<file path="src/verilog/pio_defines.vh">
// Register offsets, field positions and reset values of the dual port parallel I/O block
`ifndef PIO_DEFINES_VH
`define PIO_DEFINES_VH
// ****************************************
// Register byte offsets
// ****************************************
`define OFS_DATA_A   8'h00
`define OFS_DATA_B   8'h04
`define OFS_CTRL_A   8'h08
`define OFS_CTRL_B   8'h0C
`define OFS_DIR_A    8'h10
`define OFS_DIR_B    8'h14
`define OFS_VEC_A    8'h18
`define OFS_VEC_B    8'h1C
`define OFS_STATUS   8'h20
// ****************************************
// Control word fields
// ****************************************
`define CTRL_MODE_LO 0
`define CTRL_MODE_HI 1
`define CTRL_INT_EN  2
`define CTRL_ACT_HI  3
`define CTRL_AND     4
`define CTRL_MASK_FL 5
// ****************************************
// Mode codes
// ****************************************
`define MODE_OUT     2'h0
`define MODE_IN      2'h1
`define MODE_BIDIR   2'h2
`define MODE_BIT     2'h3
// ****************************************
// Reset values and vector mask
// ****************************************
`define RST_MODE     2'h1
`define RST_BYTE     8'h00
`define RST_MASK     8'hFF
`define VEC_LSB_MASK 8'hFE
`endif

</file>
<file path="src/verilog/dual_port_parallel_io.v">
// Top of the dual port parallel I/O block: APB registers, port routing and interrupt chain
//
// Our own choices: the APB slave port and the register offsets.
`timescale 1ns/1ps
`default_nettype none
`include "pio_defines.vh"
module dual_port_parallel_io (
  input  wire        clk_sys_i,
  input  wire        rstn_i,
  input  wire        psel_i,
  input  wire        penable_i,
  input  wire        pwrite_i,
  input  wire [7:0]  paddr_i,
  input  wire [31:0] pwdata_i,
  output reg  [31:0] prdata_o,
  output reg         pready_o,
  output reg         pslverr_o,
  input  wire [7:0]  pa_i,
  output wire [7:0]  pa_o,
  output wire [7:0]  pa_oe_o,
  input  wire [7:0]  pb_i,
  output wire [7:0]  pb_o,
  output wire [7:0]  pb_oe_o,
  input  wire        first_port_strobe_n_i,
  input  wire        second_port_strobe_n_i,
  output reg         first_port_ready_o,
  output reg         second_port_ready_o,
  input  wire        chain_enable_in_i,
  output reg         chain_enable_out_o,
  output reg         int_req_n_o,
  input  wire        int_ack_i,
  input  wire        int_done_i,
  output reg  [7:0]  vector_o
);
  // ****************************************
  // Reset release
  // ****************************************
  reg        rst_meta;
  reg        rst_n;

  // Two stage release of the asynchronous reset
  always @(posedge clk_sys_i or negedge rstn_i) begin
    if (!rstn_i) begin
      rst_meta <= 1'b0;
      rst_n    <= 1'b0;
    end else begin
      rst_meta <= 1'b1;
      rst_n    <= rst_meta;
    end
  end

  // ****************************************
  // Registers
  // ****************************************
  reg  [1:0] mode_a_reg;
  reg  [1:0] mode_b_reg;
  reg  [2:0] cfg_a_reg;
  reg  [2:0] cfg_b_reg;
  reg  [7:0] mask_a_reg;
  reg  [7:0] mask_b_reg;
  reg        mwait_a_reg;
  reg        mwait_b_reg;
  reg  [7:0] dir_a_reg;
  reg  [7:0] dir_b_reg;
  reg  [7:0] vec_a_reg;
  reg  [7:0] vec_b_reg;
  reg        pend_a_reg;
  reg        pend_b_reg;
  reg        serv_a_reg;
  reg        serv_b_reg;

  wire       setup   = psel_i & ~penable_i;
  wire       access  = psel_i & penable_i;
  wire       wr      = access & pwrite_i;
  wire       rd      = access & ~pwrite_i;
  wire [7:0] wbyte   = pwdata_i[7:0];

  // Address decode shared by the write and read strobes
  function hit;
    input [7:0] addr;
    input [7:0] ofs;
    begin
      hit = (addr == ofs);
    end
  endfunction

  function mapped;
    input [7:0] addr;
    begin
      mapped = (addr[1:0] == 2'h0) & (addr <= `OFS_STATUS);
    end
  endfunction

  wire wr_data_a = wr & hit(paddr_i, `OFS_DATA_A);
  wire wr_data_b = wr & hit(paddr_i, `OFS_DATA_B);
  wire rd_data_a = rd & hit(paddr_i, `OFS_DATA_A);
  wire rd_data_b = rd & hit(paddr_i, `OFS_DATA_B);
  wire wr_ctrl_a = wr & hit(paddr_i, `OFS_CTRL_A);
  wire wr_ctrl_b = wr & hit(paddr_i, `OFS_CTRL_B);

  // Mode falls back from bidirectional on the second port
  function [1:0] legal_mode;
    input [1:0] m;
    input       second;
    begin
      legal_mode = (second && m == `MODE_BIDIR) ? mode_b_reg : m;
    end
  endfunction

  // Control words, mask follow-up, direction and vectors
  always @(posedge clk_sys_i or negedge rst_n) begin
    if (!rst_n) begin
      mode_a_reg  <= `RST_MODE;
      mode_b_reg  <= `RST_MODE;
      cfg_a_reg   <= 3'h0;
      cfg_b_reg   <= 3'h0;
      mask_a_reg  <= `RST_MASK;
      mask_b_reg  <= `RST_MASK;
      mwait_a_reg <= 1'b0;
      mwait_b_reg <= 1'b0;
      dir_a_reg   <= `RST_BYTE;
      dir_b_reg   <= `RST_BYTE;
      vec_a_reg   <= `RST_BYTE;
      vec_b_reg   <= `RST_BYTE;
    end else begin
      if (wr_ctrl_a) begin
        if (mwait_a_reg) begin
          mask_a_reg  <= wbyte;
          mwait_a_reg <= 1'b0;
        end else begin
          mode_a_reg  <= wbyte[`CTRL_MODE_HI:`CTRL_MODE_LO];
          cfg_a_reg   <= wbyte[`CTRL_AND:`CTRL_INT_EN];
          mwait_a_reg <= wbyte[`CTRL_MASK_FL];
        end
      end
      if (wr_ctrl_b) begin
        if (mwait_b_reg) begin
          mask_b_reg  <= wbyte;
          mwait_b_reg <= 1'b0;
        end else begin
          mode_b_reg  <= legal_mode(wbyte[`CTRL_MODE_HI:`CTRL_MODE_LO], 1'b1);
          cfg_b_reg   <= wbyte[`CTRL_AND:`CTRL_INT_EN];
          mwait_b_reg <= wbyte[`CTRL_MASK_FL];
        end
      end
      if (wr & hit(paddr_i, `OFS_DIR_A))
        dir_a_reg <= wbyte;
      if (wr & hit(paddr_i, `OFS_DIR_B))
        dir_b_reg <= wbyte;
      if (wr & hit(paddr_i, `OFS_VEC_A))
        vec_a_reg <= wbyte;
      if (wr & hit(paddr_i, `OFS_VEC_B))
        vec_b_reg <= wbyte;
    end
  end

  // ****************************************
  // Ports
  // ****************************************
  wire       bidir = (mode_a_reg == `MODE_BIDIR);
  wire [7:0] in_a;
  wire [7:0] in_b;
  wire       ordy_a;
  wire       irdy_a;
  wire       oev_a;
  wire       iev_a;
  wire       bev_a;
  wire       ordy_b;
  wire       irdy_b;
  wire       oev_b;
  wire       iev_b;
  wire       bev_b;

  port_unit u_port_a (
    .clk_sys_i   (clk_sys_i),
    .rst_n_i     (rst_n),
    .mode_i      (mode_a_reg),
    .act_hi_i    (cfg_a_reg[1]),
    .and_fn_i    (cfg_a_reg[2]),
    .mask_i      (mask_a_reg),
    .dir_i       (dir_a_reg),
    .wr_i        (wr_data_a),
    .wr_data_i   (wbyte),
    .rd_i        (rd_data_a),
    .pins_i      (pa_i),
    .out_stb_n_i (first_port_strobe_n_i),
    .in_stb_n_i  (bidir ? second_port_strobe_n_i : first_port_strobe_n_i),
    .out_o       (pa_o),
    .oe_o        (pa_oe_o),
    .in_o        (in_a),
    .out_ready_o (ordy_a),
    .in_ready_o  (irdy_a),
    .out_event_o (oev_a),
    .in_event_o  (iev_a),
    .bit_event_o (bev_a)
  );

  port_unit u_port_b (
    .clk_sys_i   (clk_sys_i),
    .rst_n_i     (rst_n),
    .mode_i      (mode_b_reg),
    .act_hi_i    (cfg_b_reg[1]),
    .and_fn_i    (cfg_b_reg[2]),
    .mask_i      (mask_b_reg),
    .dir_i       (dir_b_reg),
    .wr_i        (wr_data_b),
    .wr_data_i   (wbyte),
    .rd_i        (rd_data_b),
    .pins_i      (pb_i),
    .out_stb_n_i (second_port_strobe_n_i),
    .in_stb_n_i  (second_port_strobe_n_i),
    .out_o       (pb_o),
    .oe_o        (pb_oe_o),
    .in_o        (in_b),
    .out_ready_o (ordy_b),
    .in_ready_o  (irdy_b),
    .out_event_o (oev_b),
    .in_event_o  (iev_b),
    .bit_event_o (bev_b)
  );

  // Ready pins; bidirectional input side borrows the second ready
  always @(posedge clk_sys_i or negedge rst_n) begin
    if (!rst_n) begin
      first_port_ready_o  <= 1'b0;
      second_port_ready_o <= 1'b0;
    end else begin
      first_port_ready_o  <= ordy_a | (irdy_a & ~bidir);
      second_port_ready_o <= bidir ? irdy_a : (ordy_b | irdy_b);
    end
  end

  // ****************************************
  // Interrupt events and daisy chain
  // ****************************************
  wire ev_a  = cfg_a_reg[0] & (oev_a | (iev_a & ~bidir) | bev_a);
  wire ev_b  = cfg_b_reg[0] & (bidir ? iev_a : (oev_b | iev_b | bev_b));
  wire busy_a = pend_a_reg | serv_a_reg;
  wire busy_b = pend_b_reg | serv_b_reg;
  wire req_a = chain_enable_in_i & pend_a_reg & ~serv_a_reg;
  wire req_b = chain_enable_in_i & ~busy_a & pend_b_reg & ~serv_b_reg;
  wire ack_a = int_ack_i & req_a;
  wire ack_b = int_ack_i & req_b & ~req_a;

  // Pending and in-service state; a new event beats a same cycle acknowledge
  always @(posedge clk_sys_i or negedge rst_n) begin
    if (!rst_n) begin
      pend_a_reg <= 1'b0;
      pend_b_reg <= 1'b0;
      serv_a_reg <= 1'b0;
      serv_b_reg <= 1'b0;
      vector_o   <= `RST_BYTE;
    end else begin
      pend_a_reg <= ev_a | (pend_a_reg & ~ack_a);
      pend_b_reg <= ev_b | (pend_b_reg & ~ack_b);
      if (ack_a)
        serv_a_reg <= 1'b1;
      else if (int_done_i & serv_a_reg)
        serv_a_reg <= 1'b0;
      if (ack_b)
        serv_b_reg <= 1'b1;
      else if (int_done_i & ~serv_a_reg & serv_b_reg)
        serv_b_reg <= 1'b0; // End of service goes to the highest port in service
      if (ack_a)
        vector_o <= vec_a_reg & `VEC_LSB_MASK;
      else if (ack_b)
        vector_o <= vec_b_reg & `VEC_LSB_MASK;
    end
  end

  // Chain outputs registered
  always @(posedge clk_sys_i or negedge rst_n) begin
    if (!rst_n) begin
      chain_enable_out_o <= 1'b0;
      int_req_n_o        <= 1'b1;
    end else begin
      chain_enable_out_o <= chain_enable_in_i & ~busy_a & ~busy_b;
      int_req_n_o        <= ~(req_a | req_b);
    end
  end

  // ****************************************
  // APB slave
  // ****************************************
  reg [7:0] rmux;

  // Read mux
  always @* begin
    case (paddr_i)
      `OFS_DATA_A: rmux = in_a;
      `OFS_DATA_B: rmux = in_b;
      `OFS_CTRL_A: rmux = {2'h0, mwait_a_reg, cfg_a_reg, mode_a_reg};
      `OFS_CTRL_B: rmux = {2'h0, mwait_b_reg, cfg_b_reg, mode_b_reg};
      `OFS_DIR_A:  rmux = dir_a_reg;
      `OFS_DIR_B:  rmux = dir_b_reg;
      `OFS_VEC_A:  rmux = vec_a_reg;
      `OFS_VEC_B:  rmux = vec_b_reg;
      `OFS_STATUS: rmux = {serv_b_reg, serv_a_reg, pend_b_reg, pend_a_reg,
                           irdy_b, ordy_b, irdy_a, ordy_a};
      default:     rmux = 8'h00;
    endcase
  end

  // Read data and error prepared in setup phase; no wait states
  always @(posedge clk_sys_i or negedge rst_n) begin
    if (!rst_n) begin
      prdata_o  <= 32'h00000000;
      pready_o  <= 1'b0;
      pslverr_o <= 1'b0;
    end else begin
      pready_o <= setup;
      if (setup) begin
        prdata_o  <= pwrite_i ? 32'h00000000 : {24'h000000, rmux};
        pslverr_o <= ~mapped(paddr_i);
      end else begin
        pslverr_o <= 1'b0;
      end
    end
  end
endmodule
`default_nettype wire

</file>
<file path="src/verilog/port_unit.v">
// One port: handshake, input latch, bit mode drivers and bit mode interrupt condition
`timescale 1ns/1ps
`default_nettype none
`include "pio_defines.vh"
module port_unit (
  input  wire       clk_sys_i,
  input  wire       rst_n_i,
  input  wire [1:0] mode_i,
  input  wire       act_hi_i,
  input  wire       and_fn_i,
  input  wire [7:0] mask_i,
  input  wire [7:0] dir_i,
  input  wire       wr_i,
  input  wire [7:0] wr_data_i,
  input  wire       rd_i,
  input  wire [7:0] pins_i,
  input  wire       out_stb_n_i,
  input  wire       in_stb_n_i,
  output reg  [7:0] out_o,
  output reg  [7:0] oe_o,
  output reg  [7:0] in_o,
  output reg        out_ready_o,
  output reg        in_ready_o,
  output reg        out_event_o,
  output reg        in_event_o,
  output reg        bit_event_o
);
  reg        out_stb_q;
  reg        in_stb_q;
  reg        cond_q;
  wire       is_out  = (mode_i == `MODE_OUT) | (mode_i == `MODE_BIDIR);
  wire       is_in   = (mode_i == `MODE_IN) | (mode_i == `MODE_BIDIR);
  wire       is_bit  = (mode_i == `MODE_BIT);
  wire       out_ack = is_out & ~out_stb_q & out_stb_n_i;
  wire       in_done = is_in & ~in_stb_q & in_stb_n_i;
  wire [7:0] active  = act_hi_i ? pins_i : ~pins_i;
  wire [7:0] live    = ~mask_i & ~dir_i;
  // AND needs every unmasked input active, OR needs any one; fully masked never fires
  wire       cond    = is_bit & (|live) & (and_fn_i ? &(active | ~live) : |(active & live));

  // Strobe history for edge detection
  always @(posedge clk_sys_i or negedge rst_n_i) begin
    if (!rst_n_i) begin
      out_stb_q <= 1'b1;
      in_stb_q  <= 1'b1;
      cond_q    <= 1'b0;
    end else begin
      out_stb_q <= out_stb_n_i;
      in_stb_q  <= in_stb_n_i;
      cond_q    <= cond;
    end
  end

  // Output side: data, ready and acknowledge event
  always @(posedge clk_sys_i or negedge rst_n_i) begin
    if (!rst_n_i) begin
      out_o       <= `RST_BYTE;
      out_ready_o <= 1'b0;
      out_event_o <= 1'b0;
    end else begin
      if (wr_i)
        out_o <= wr_data_i;
      if (wr_i & is_out)
        out_ready_o <= 1'b1;
      else if (out_ack | ~is_out)
        out_ready_o <= 1'b0;
      out_event_o <= out_ack;
    end
  end

  // Input side: latch while strobe low, ready from CPU reads
  always @(posedge clk_sys_i or negedge rst_n_i) begin
    if (!rst_n_i) begin
      in_o        <= `RST_BYTE;
      in_ready_o  <= 1'b0;
      in_event_o  <= 1'b0;
      bit_event_o <= 1'b0;
    end else begin
      if (is_bit)
        in_o <= (pins_i & ~dir_i) | (out_o & dir_i);
      else if (is_in & ~in_stb_n_i)
        in_o <= pins_i;
      if (in_done | ~is_in)
        in_ready_o <= 1'b0;
      else if (rd_i)
        in_ready_o <= 1'b1;
      in_event_o  <= in_done;
      bit_event_o <= cond & ~cond_q;
    end
  end

  // Driver enables per mode
  always @(posedge clk_sys_i or negedge rst_n_i) begin
    if (!rst_n_i) begin
      oe_o <= 8'h00;
    end else begin
      case (mode_i)
        `MODE_OUT:   oe_o <= 8'hFF;
        `MODE_IN:    oe_o <= 8'h00;
        `MODE_BIDIR: oe_o <= out_stb_n_i ? 8'h00 : 8'hFF;
        `MODE_BIT:   oe_o <= dir_i;
        default:     oe_o <= 8'h00;
      endcase
    end
  end
endmodule
`default_nettype wire

</file>
<file path="config.mk">
export PLATFORM = sky130hd
export DESIGN_NAME = dual_port_parallel_io
export DESIGN_NICKNAME = d
export VERILOG_FILES = /design/src/verilog/dual_port_parallel_io.v /design/src/verilog/port_unit.v
export VERILOG_INCLUDE_DIRS = /design/src /design/src/verilog
export SDC_FILE = /design/constraint.sdc
export NUM_CORES = 1
export LEC_CHECK = 0
export ABC_AREA = 1
export ABC_CLOCK_PERIOD_IN_PS = 6730
export BUFFER_PORTS_ARGS = -buffer_cell sky130_fd_sc_hd__buf_2
export CORE_UTILIZATION = 25
export DETAILED_ROUTE_END_ITERATION = 8
export PLACE_DENSITY_LB_ADDON = 0.3
export SETUP_SLACK_MARGIN = 0.3
export SLEW_MARGIN = 0
export SYNTH_ARGS = -nofsm -noshare
export SYNTH_HDL_FRONTEND = slang
export SYNTH_SLANG_ARGS = --single-unit
</file>
<file path="constraint.sdc">
create_clock -name clk_sys_i -period 6.73 [get_ports clk_sys_i]
set_clock_uncertainty 0.15 [all_clocks]
set_input_delay 0.673 -clock clk_sys_i [delete_from_list [all_inputs] [get_ports clk_sys_i]]
set_output_delay 0.673 -clock clk_sys_i [all_outputs]
set_load 0.02 [all_outputs]
</file>
---- Word level (Yosys, flattened, before mapping) ----
Index checks and enable logic that the tools add are counted.
storage, ports and cells
  logic and storage cells ................. 237
  output and inout bits ................... 78
  register bits ........................... 175
  input bits .............................. 66
operators by class
  muxes and demuxes ....................... 34
  magnitude comparators ................... 1
  reduce and logical (&&, ||, !) cells .... 24
  bitwise gates (word level) .............. 116
  equal/unequal tests ..................... 15
operator list
  cell                number
  $mux 8              11
  $pmux 8 s9          1
  $and 8x8->8         8
  $not 8->8           8
  $pmux 8 s4          2
  $and 1x1->1         51
  $eq 8x5->1 const B  4
  $or 8x8->8          4
  $reduce_or 8->1     4
  $not 1->1           26
  $mux 1              20
  $or 1x1->1          19
  $reduce_bool 2->1   9
  $eq 8x4->1 const B  2
  $reduce_and 8->1    2
  $eq 2x2->1 const B  5
  $eq 8x3->1 const B  1
  $eq 8x6->1 const B  1
  $le 8x6->1 const B  1
  $logic_not 8->1     1
  $reduce_and 2->1    4
  $logic_not 2->1     3
  $eq 2x1->1 const B  2
  $reduce_and 3->1    1

---- Longest topological paths before layout ----
Gate-level depths: netlist of run 1.
  word-level depth ........................ 10
  mapped depth ............................ 11

---- By module ----
From an unflattened synthesis of run 1, not the netlist that was laid out.
unflattened totals
  cells, all modules ...................... 958
  area total of the unflattened synthesis .. 7,846.3 um2
modules (own cells, without submodules)
  module                 times used  seq. area each (um2)  cells an instance  area each (um2)
  dual_port_parallel_io  1           2,200.9               544                4,628.2
  port_unit              2           803.3                 207                1,609.0

---- Worst setup path after synthesis of run 1 ----
No wires, ideal clock.
  path kind ............................... register -> register
  start point ............................. register mode_a_reg[0]
  end point ............................... register u_port_a.in_o[6]
  clock period less this slack ............ 1.981 ns
  setup slack ............................. 4.749 ns
  stages on the path, launching flop included .. 9
  data arrival time ....................... 1.701 ns
  cell sequence ........................... dfstp_2 -> inv_1 -> ha_1 -> buf_2 -> o21ai_0 -> o21bai_2 -> buf_4 -> o211ai_1 -> o21ai_0
between the ends
  cells in the longest elaborated chain, start to end .. 5
  elaborated cells between the ends (all ways) .. 9
ends and longest elaborated chain
  what                                RTL line                     source
  from (decl)                         dual_port_parallel_io.v:55   reg [1:0] mode_a_reg;
  from (signal assigned)              dual_port_parallel_io.v:113  mode_a_reg <= `RST_MODE;
  from (signal assigned)              dual_port_parallel_io.v:131  mode_a_reg <= wbyte[`CTRL_MODE_HI:`CTRL_MODE_LO];
  $eq 2x2->1 (no source line)         --
  $mux 1                              dual_port_parallel_io.v:187  .in_stb_n_i (bidir ? second_port_strobe_n_i : first_port_strobe_n_i),
  named net u_port_a.in_stb_n_i       port_unit.v:18               input wire in_stb_n_i,
  $not 1->1                           port_unit.v:81               else if (is_in & ~in_stb_n_i)
  $and 1x1->1                         port_unit.v:81
  $reduce_bool 2->1 (no source line)  --
  to (signal assigned)                port_unit.v:74               in_o <= `RST_BYTE;
  to (signal assigned)                port_unit.v:80               in_o <= (pins_i & ~dir_i) | (out_o & dir_i);
  to (signal assigned)                port_unit.v:82               in_o <= pins_i;
  to (decl)                           port_unit.v:21               output reg [7:0] in_o,
The timed path passes the listed nets, and every way through them passes these cells.
A chain may end at the register's enable or synchronous reset.

---- Worst setup path in the final report of run 1 ----
  start point ............................. input port paddr_i[6]
  end point ............................... register vec_a_reg[7]
between the ends
  cells in the longest elaborated chain, start to end .. 2
ends and longest elaborated chain
  what                  RTL line                     source
  from (decl)           dual_port_parallel_io.v:13   input wire [7:0] paddr_i,
  $eq 8x5->1            dual_port_parallel_io.v:83   hit = (addr == ofs);
  $and 1x1->1           dual_port_parallel_io.v:150  if (wr & hit(paddr_i, `OFS_VEC_A))
  to (signal assigned)  dual_port_parallel_io.v:123  vec_a_reg <= `RST_BYTE;
  to (signal assigned)  dual_port_parallel_io.v:151  vec_a_reg <= wbyte;
  to (decl)             dual_port_parallel_io.v:65   reg [7:0] vec_a_reg;
No other way between the ends.

==> results of run 1 <==
-- area by class of cell --
type                       instances  area share
sequential                       150       0.434
multi-input combinational        672       0.352
clock inverter                     7     0.00574
clock buffer                      25      0.0557
inverter                          93      0.0402
tap                              384      0.0551
timing repair buffer              98      0.0577
-- kinds of logic after synthesis --
logic type | synth area share
simple gates | 0.289
compound gates | 0.0983
buf+inv | 0.0921
fa+ha+maj | 0.0118
other cells | 0.00101
flops | 0.508
-- through the flow --
stage	setup slack (ns)	total power, mW	cell area, um2	cells
after CTS	4.14	2.13	8720	1429
after global routing	3.87	2.19	8720	1429
after floorplan	2.13	1.16	7530	968
after detailed placement	3.69	1.25	8180	1396
after global placement	3.79	1.24	8180	1396
final	4.13	2.10	8720	1429
-- timing repair --
item | in CTS | in global routing
buffers inserted | 0 | 0
hold endpoints to repair | 2 | 0
hold buffers | 1 | 0
-- power groups by stage --
stage               combinational [mW]  sequential [mW]  clock, mW
floorplan                        0.117             1.04          0
global placement                 0.239             1.00          0
detailed placement               0.241             1.00          0
CTS                              0.243            0.988      0.899
global route                     0.267            0.994      0.933
finish                           0.237            0.987      0.878
-- cells in the mapped netlist, drive strengths merged (2+ instances only) --
| cell type | count | share of area |
|---|---|---|
| a21oi | 16 | 0.011 |
| a31oi | 7 | 0.0059 |
| and2 | 3 | 0.0025 |
| buf | 40 | 0.038 |
| clkbuf | 13 | 0.0066 |
| clkinv | 2 | 0.0012 |
| conb | 2 | 0.0010 |
| dfrtp | 128 | 0.43 |
| dfstp | 22 | 0.078 |
| ha | 7 | 0.012 |
| inv | 91 | 0.046 |
| nand2 | 293 | 0.15 |
| nand3 | 100 | 0.069 |
| nand4 | 4 | 0.0050 |
| nor2 | 96 | 0.054 |
| nor3 | 7 | 0.0047 |
| o211ai | 9 | 0.0091 |
| o21ai | 96 | 0.068 |
| o21bai | 3 | 0.0035 |
| or2 | 3 | 0.0025 |
-- routing by layer --
layer,wire [um],GRT usage
met5,13,0
met4,404,0.0507
met3,996,0.0330
met2,10200,0.236
met1,10900,0.212
-- worst max-delay path, cell delays in order --
cell and delay [ns]:
buf_2 0.10, inv_1 0.04, nand2_1 0.11, nor2_2 0.74, nand3_1 0.69, o21ai_0 0.40
-- worst max path at each step --
stage	start	to	slack, ns	depth (start not counted)
after floorplan	rst_n	cfg_a_reg[0]	2.13	0
after global placement	paddr_i[6]	vec_a_reg[3]	3.79	6
after detailed placement	paddr_i[6]	vec_a_reg[7]	3.69	6
after CTS	paddr_i[6]	vec_a_reg[7]	4.14	6
after global routing	paddr_i[6]	dir_a_reg[5]	3.87	6
final	paddr_i[6]	vec_a_reg[7]	4.13	6
==> results.txt, run 1 <==
Core Util, Final: 0.301
Source of the worst register-to-register timing path: mode_a_reg[0]
Cell count after synthesis: 944
Synth warn: 0
Initial antenna violation count: 1
Most common cell after layout, fill and taps aside: nand2_1
P_int: 1.52 mW
Layout cells sized above 1: 0.176
Remaining DRCs: 0
Async set or reset register ratio after synthesis: 1.00
Root Driver: clkbuf_16
Pleak: 4.29 nW
Power share of the combinational group: 0.113
Cell Area, Synth: 7440 um2
Reg2reg path depth: 7
Worst flop-to-flop path endpoint: u_port_a.in_o[6]
Largest net degree at the start of global routing: 69
Sw frac: 0.275
Vias per cell: 4.45
Sw power: 578 uW
Total grt overflow: 0
Vias: 6359
Number of buffers added on ports: 94
Antenna viol nets, final: 0
Final wirelength: 22500 um
Final nets: 1105
Cell variety after synth: 35
P per Cell Area: 241 nW/um2
Reg2Reg Setup Slack: 4.37 ns
Clock buffer depth: 2
Worst hold slack: 0.144 ns
Crit path launch type: input port
Max FO, Critical Path: 23
Synth-to-Final Area Change: 17.2%
Max-slew violation count: 0
Period minus WS final: 2.60 ns
Worst hold path class: flop to asynchronous set/reset pin
Die width: 175 um
Gp weighted congestion: 0.853
Final hold violations: 0
Core ar.: 29000 um2
Fill cells: 3159
Tightest Pin Transition: 0.955 ns
Ys flop type: dfrtp_1
RSZ-0062 raised after global routing: no
H-tree Lvls: 4
# Max-Cap Violations: 0
Row Count: 62
Clock Sinks: 150
Clock power share: 0.418
Post-synth EDFFs: 0
Die Area: 30500 um2
CTS tree: done
Number of global-route vias before repair: 6025
First-pass GRT wire length: 35100 um
Status: finished, final reports clean
Initial DRC Count: 487
Routed len/inst: 15.7 um
Slew headroom: 0.363
Initial Util: 0.257
Pre-Repair DR Iteration Count: 6
Setup TNS: 0 ns
Final setup violation count: 0
Worst vdd ir: 177 uV
Avg Inst Size Synth: 7.88 um2
Fin crit share: 0.386
Crit path required time: 6.90 ns
Worst Path Arrival: 2.77 ns
CP endpoint kind: flop
Ant diodes: 0
Register area share after synthesis: 0.508
Number of gates resized after CTS: 0
CTS Buf Count: 17
Multi-input logic area: 3070 um2
Ports: 144
Fmax: 0.385 GHz
Clk_lat worst skew: 0.43 ns
Crit Path Category: input port to flop
Post-DP HPWL: 16500 um
Gr usage total: 0.153
FF/Latch Area: 3780 um2
Yosys reg bits: 150
Clk pin slew, worst setup/hold paths: 0.06 ns
Flop pwr share: 0.470
Most frequent cells in the layout: 285 x nand2_1, 127 x dfrtp_1, 98 x nand3_1
Die height: 175 um
Note: power is estimated with default switching activity, not from simulation.
==> inputs of run 2 (changes only) <==
--- a/config.mk
+++ b/config.mk
@@ -7,7 +7,7 @@
 export NUM_CORES = 1
 export LEC_CHECK = 0
 export ABC_AREA = 1
-export ABC_CLOCK_PERIOD_IN_PS = 6730
+export ABC_CLOCK_PERIOD_IN_PS = 2500
 export BUFFER_PORTS_ARGS = -buffer_cell sky130_fd_sc_hd__buf_2
 export CORE_UTILIZATION = 25
 export DETAILED_ROUTE_END_ITERATION = 8
==> constraint.sdc (replaced) <==
create_clock -name clk_sys_i -period 2.5 [get_ports clk_sys_i]
set_clock_uncertainty 0.15 [all_clocks]
set_input_delay 0.25 -clock clk_sys_i [delete_from_list [all_inputs] [get_ports clk_sys_i]]
set_output_delay 0.25 -clock clk_sys_i [all_outputs]
set_load 0.02 [all_outputs]
==> run 2 against run 1 <==
Sequential power grew to 2.7 times the previous value. Combinational power grew to 2.9 times the previous value. Critical path depth grew 2. Cell count grew 2.5%. Global-route usage is essentially flat. Via count grew 1.2%. Sequential share of layout area shrank 2.1 points. Clock power grew to 3.1 times the previous value. Largest cell class unchanged. Highest routed layer is now met4.
==> results.txt, run 2 (synthesis gave the netlist of run 1 again) <==
Status: finished, final reports clean
Largest net degree at the start of global routing: 37
Crit Path Category: input port to flop
Worst flop-to-flop path endpoint: u_port_a.in_o[6]
First-pass GRT wire length: 35200 um
Gp weighted congestion: 0.849
Layout cells sized above 1: 0.185
Clk_lat worst skew: 0.42 ns
Initial antenna violation count: 0
Worst Path Arrival: 2.29 ns
Remaining DRCs: 0
Final Power: 6.04 mW
Die Area: 30500 um2
Ant diodes: 0
Final setup violation count: 0
CTS tree: done
Setup TNS: 0 ns
Pre-Repair DR Iteration Count: 5
Fmax: 0.478 GHz
Total grt overflow: 0
Ports: 144
Final hold violations: 0
Worst vdd ir: 491 uV
Fin crit share: 0.836
Worst hold path class: input port to flop
Worst hold start: pb_i[7]
Worst Hold End: u_port_b.in_o[7]
Post-DP HPWL: 16900 um
# Max-Cap Violations: 0
Clock buffer depth: 2
Routed len/inst: 15.5 um
Max FO, Critical Path: 7
Source of the worst register-to-register timing path: mode_a_reg[0]
Gr usage total: 0.153
H-tree Lvls: 4
Fill cells: 3101
Period minus WS final: 2.09 ns
Hold path cells: 3
Clock Sinks: 150
CTS Buf Count: 17
Most frequent cells in the layout: 285 x nand2_1, 127 x dfrtp_1, 98 x nand3_1
Max-slew violation count: 0
Die width: 175 um
Final wirelength: 22600 um
Root Driver: clkbuf_16
Initial DRC Count: 479
Core ar.: 29000 um2
Crit path required time: 2.70 ns
Synth-to-Final Area Change: 23.1%
Initial Util: 0.257
Final nets: 1141
Core Util, Final: 0.316
Vias: 6434
P per Cell Area: 659 nW/um2
Tightest Pin Transition: 0.621 ns
Antenna viol nets, final: 0
Number of global-route vias before repair: 6204
CP endpoint kind: flop
Pleak: 4.50 nW
Clk pin slew, worst setup/hold paths: 0.06 ns
Most common cell after layout, fill and taps aside: nand2_1
Slew headroom: 0.585
Die height: 175 um
Reg2reg path depth: 7
Worst hold slack: 0.0163 ns
Reg2Reg Setup Slack: 0.48 ns
Number of buffers added on ports: 94
Crit path launch type: input port
RSZ-0062 raised after global routing: no
Row Count: 62
Vias per cell: 4.39
-- run 2: where the power goes --
| part | total (mW) | switching [mW] | leakage (nW) | internal, mW |
|---|---|---|---|---|
| clock network | 2.70 | 1.03 | 0.287 | 1.67 |
| registers | 2.66 | 0.0932 | 1.89 | 2.57 |
| logic | 0.678 | 0.460 | 2.32 | 0.218 |
| total | 6.04 | 1.58 | 4.50 | 4.46 |
-- run 2: area by class of cell --
cell class,instances,area (um2),area share
Timing Repair Buffer,134,853,0.0931
Inverter,93,350,0.0382
Clock inverter,12,178,0.0194
Tap cell,384,480,0.0524
Multi-Input combinational cell,672,3080,0.336
Clock buffer,20,437,0.0477
Sequential cell,150,3780,0.413
-- run 2: worst max path at each step --
stage / depth (start not counted) / slack, ns / end / startpoint
after CTS: 6 / 0.36 / u_port_a.in_o[6] / mode_a_reg[0]
final: 8 / 0.41 / mode_b_reg[0] / pwrite_i
after global placement: 7 / 0.30 / u_port_a.in_o[6] / mode_a_reg[0]
after floorplan: 8 / 0.52 / u_port_a.in_o[6] / mode_a_reg[0]
after detailed placement: 7 / 0.25 / u_port_a.in_o[6] / mode_a_reg[0]
after global routing: 8 / 0.30 / mode_b_reg[0] / pwrite_i
-- run 2: repair_timing --
| item | in CTS | in global routing |
|---|---|---|
| hold buffers | 23 | 0 |
| hold endpoints to repair | 27 | 0 |
| pin swaps | 0 | 1 |
| setup endpoints to repair | 8 | 9 |
| resized for setup | 1 | 2 |
| buffers inserted | 0 | 0 |
-- run 2: worst max-delay path: stages --
cell	delay, ns
dlygate4sd3_1	0.51
buf_2	0.15
nand3_1	0.19
nor2_4	0.22
nand2_2	0.12
nor2_1	0.17
o21ai_0	0.10
dlygate4sd3_1	0.58
-- run 2: per-stage QoR --
stage	setup WS, ns	cell area (um2)	std cells
floorplan	0.519	7540	968
global placement	0.303	8310	1410
detailed placement	0.255	8310	1410
CTS	0.356	9160	1465
global route	0.299	9160	1465
finish	0.410	9160	1465
-- run 2: layer usage --
layer  global-route usage  wire (um)
met1                0.212      10700
met2                0.236      10200
met3               0.0300       1190
met4               0.0580        571
met5                    0          0
==> inputs of run 3 (changes only) <==
--- a/config.mk
+++ b/config.mk
@@ -6,8 +6,8 @@
 export SDC_FILE = /design/constraint.sdc
 export NUM_CORES = 1
 export LEC_CHECK = 0
-export ABC_AREA = 1
-export ABC_CLOCK_PERIOD_IN_PS = 2500
+export ABC_AREA = 0
+export ABC_CLOCK_PERIOD_IN_PS = 1900
 export BUFFER_PORTS_ARGS = -buffer_cell sky130_fd_sc_hd__buf_2
 export CORE_UTILIZATION = 25
 export DETAILED_ROUTE_END_ITERATION = 8
==> constraint.sdc (replaced) <==
create_clock -name clk_sys_i -period 1.9 [get_ports clk_sys_i]
set_clock_uncertainty 0.15 [all_clocks]
set_input_delay 0.19 -clock clk_sys_i [delete_from_list [all_inputs] [get_ports clk_sys_i]]
set_output_delay 0.19 -clock clk_sys_i [all_outputs]
set_load 0.02 [all_outputs]
==> run 3 against run 2 <==
Flip-flop and latch count did not move. Via count fell by 10%. Synthesized area fell by 3.0%. Cell count fell by 15%. Global-route usage rose by 0.79 points.
==> results.txt, run 3 <==
Worst flop-to-flop path endpoint: u_port_a.bit_event_o
Post-DP HPWL: 17100 um
Source of the worst register-to-register timing path: cfg_a_reg[1]
Fin cells: 1240
Ys flop type: dfrtp_1
Cell count after synthesis: 646
Async set or reset register ratio after synthesis: 1.00
Vias: 5782
Crit Path Category: flop to flop
Core ar.: 28100 um2
Die height: 172 um
Row Count: 61
Pleak: 4.84 nW
Initial Util: 0.257
Yosys reg bits: 150
Register area share after synthesis: 0.524
Final Power: 8.03 mW
Worst Path Arrival: 2.01 ns
CP endpoint kind: flop
Design Area, Final: 10500 um2
Pre-CTS WS: -0.157 ns
Placed cell area: 8900 um2
Routed len/inst: 18.8 um
Final wirelength: 23300 um
Synth warn: 0
DP Cell Count: 1163
Max-slew violation count: 0
Crit path launch type: flop
Number of global-route vias before repair: 5702
Status: finished, final reports clean
Top cell type's share of synthesized area: 0.444
Clk pin slew, worst setup/hold paths: 0.06 ns
Clock buffer depth: 2
Avg Inst Size Synth: 11.2 um2
Fin crit share: 0.965
Max FO, Critical Path: 5
Fmax: 0.546 GHz
Worst hold path class: input port to flop
Period minus WS final: 1.83 ns
Largest net degree at the start of global routing: 38
Hold path cells: 3
Initial antenna violation count: 1
Reg2Reg Setup Slack: 0.07 ns
Final nets: 922
Number of buffers added on ports: 94
Gr usage total: 0.161
Final hold violations: 0
First-pass GRT wire length: 34800 um
H-tree Lvls: 4
P per Cell Area: 763 nW/um2
Synth top area cells: dfrtp_1 44%, mux2_2 10%, dfstp_2 8.0%
# Max-Cap Violations: 0
Pre-Repair DR Iteration Count: 7
CTS tree: done
Clock Sinks: 150
Worst hold start: pa_i[1]
Total grt overflow: 0
Worst vdd ir: 589 uV
Remaining DRCs: 0
Synth cell count leaders: 128 x dfrtp_1, 79 x nand2_1, 64 x mux2_2
Final setup margin: 0.0669 ns
Initial DRC Count: 383
Final setup violation count: 0
Vias per cell: 4.66
Clk_lat worst skew: 0.42 ns
Worst Hold End: u_port_a.in_o[1]
Layout cells sized above 1: 0.492
Antenna viol nets, final: 0
Most common cell after layout, fill and taps aside: dfrtp_1
Tightest Pin Transition: 0.539 ns
Most frequent cells in the layout: 116 x dfrtp_1, 94 x buf_2, 72 x buf_4
Count leader, synth: dfrtp_1
RSZ-0062 raised after global routing: yes
Post-synth EDFFs: 0
Worst hold slack: 0.0156 ns
Crit path required time: 2.08 ns
CTS Buf Count: 17
Cell Area, Synth: 7220 um2
Slew headroom: 0.641
Die width: 172 um
Ant diodes: 0
Root Driver: clkbuf_16
Synth area leader: dfrtp_1
Synth-to-Final Area Change: 45.8%
Ports: 144
Reg2reg path depth: 6
Cell variety after synth: 60
Die Area: 29600 um2
Gp weighted congestion: 0.871
run 3: routing by layer:
layer,global-route usage,up-vias,routed length (um)
li1,-,2677,-
met1,0.224,2932,11000
met2,0.258,150,11200
met3,0.0268,21,765
met4,0.0435,2,331
met5,0,-,17
run 3: layout make-up:
type	count	area, um2
clock inverter	11	173
timing repair buffer	215	1690
sequential	150	3800
inverter	18	70.1
clock buffer	21	450
multi-input combinational	447	3880
fill	2813	17600
tap	378	473
run 3: cells by family after synthesis:
logic type	Yosys count	synth area share
simple gates	190	0.135
flops	150	0.524
compound gates	113	0.108
mux	95	0.145
buf+inv	73	0.0561
xor+xnor	16	0.0194
fa+ha+maj	7	0.0121
other cells	2	0.00104
run 3: what timing repair did:
item | CTS | global route
endpoints found under the setup margin | 26 | 59
pin swaps | 8 | 26
gates cloned | 0 | 1
hold buffers | 25 | 0
resized for setup | 42 | 73
buffers inserted | 5 | 14
endpoints found under the hold margin | 29 | 0
run 3: worst max-delay path by stage:
stage / from / end
6_report: cfg_a_reg[1] / u_port_a.bit_event_o
3_5_place_dp: paddr_i[1] / prdata_o[4]
5_1_grt: cfg_a_reg[1] / u_port_a.bit_event_o
3_3_place_gp: paddr_i[1] / prdata_o[0]
2_1_floorplan: paddr_i[1] / cfg_a_reg[0]
4_1_cts: mask_b_reg[3] / u_port_b.bit_event_o
run 3: stage by stage:
step	TNS, ns	util
finish	0	0.375
floorplan	0	-
global route	-0.0212	0.375
detailed placement	-3.77	0.317
CTS	0	0.358
global placement	-3.92	0.317
run 3: power by group:
part / total, mW / switching, mW / internal (mW)
sequential: 3.51 / 0.170 / 3.34
clock: 3.62 / 1.38 / 2.24
combinational: 0.901 / 0.514 / 0.387
total: 8.03 / 2.06 / 5.97
run 3: worst max-delay path, stage by stage (launching register included):
cell and delay (ns):
dfrtp_2 0.43, buf_12 0.15, xnor2_1 0.21, o32ai_1 0.16, o41ai_2 0.33, o21ai_1 0.18
nor3_2 0.14
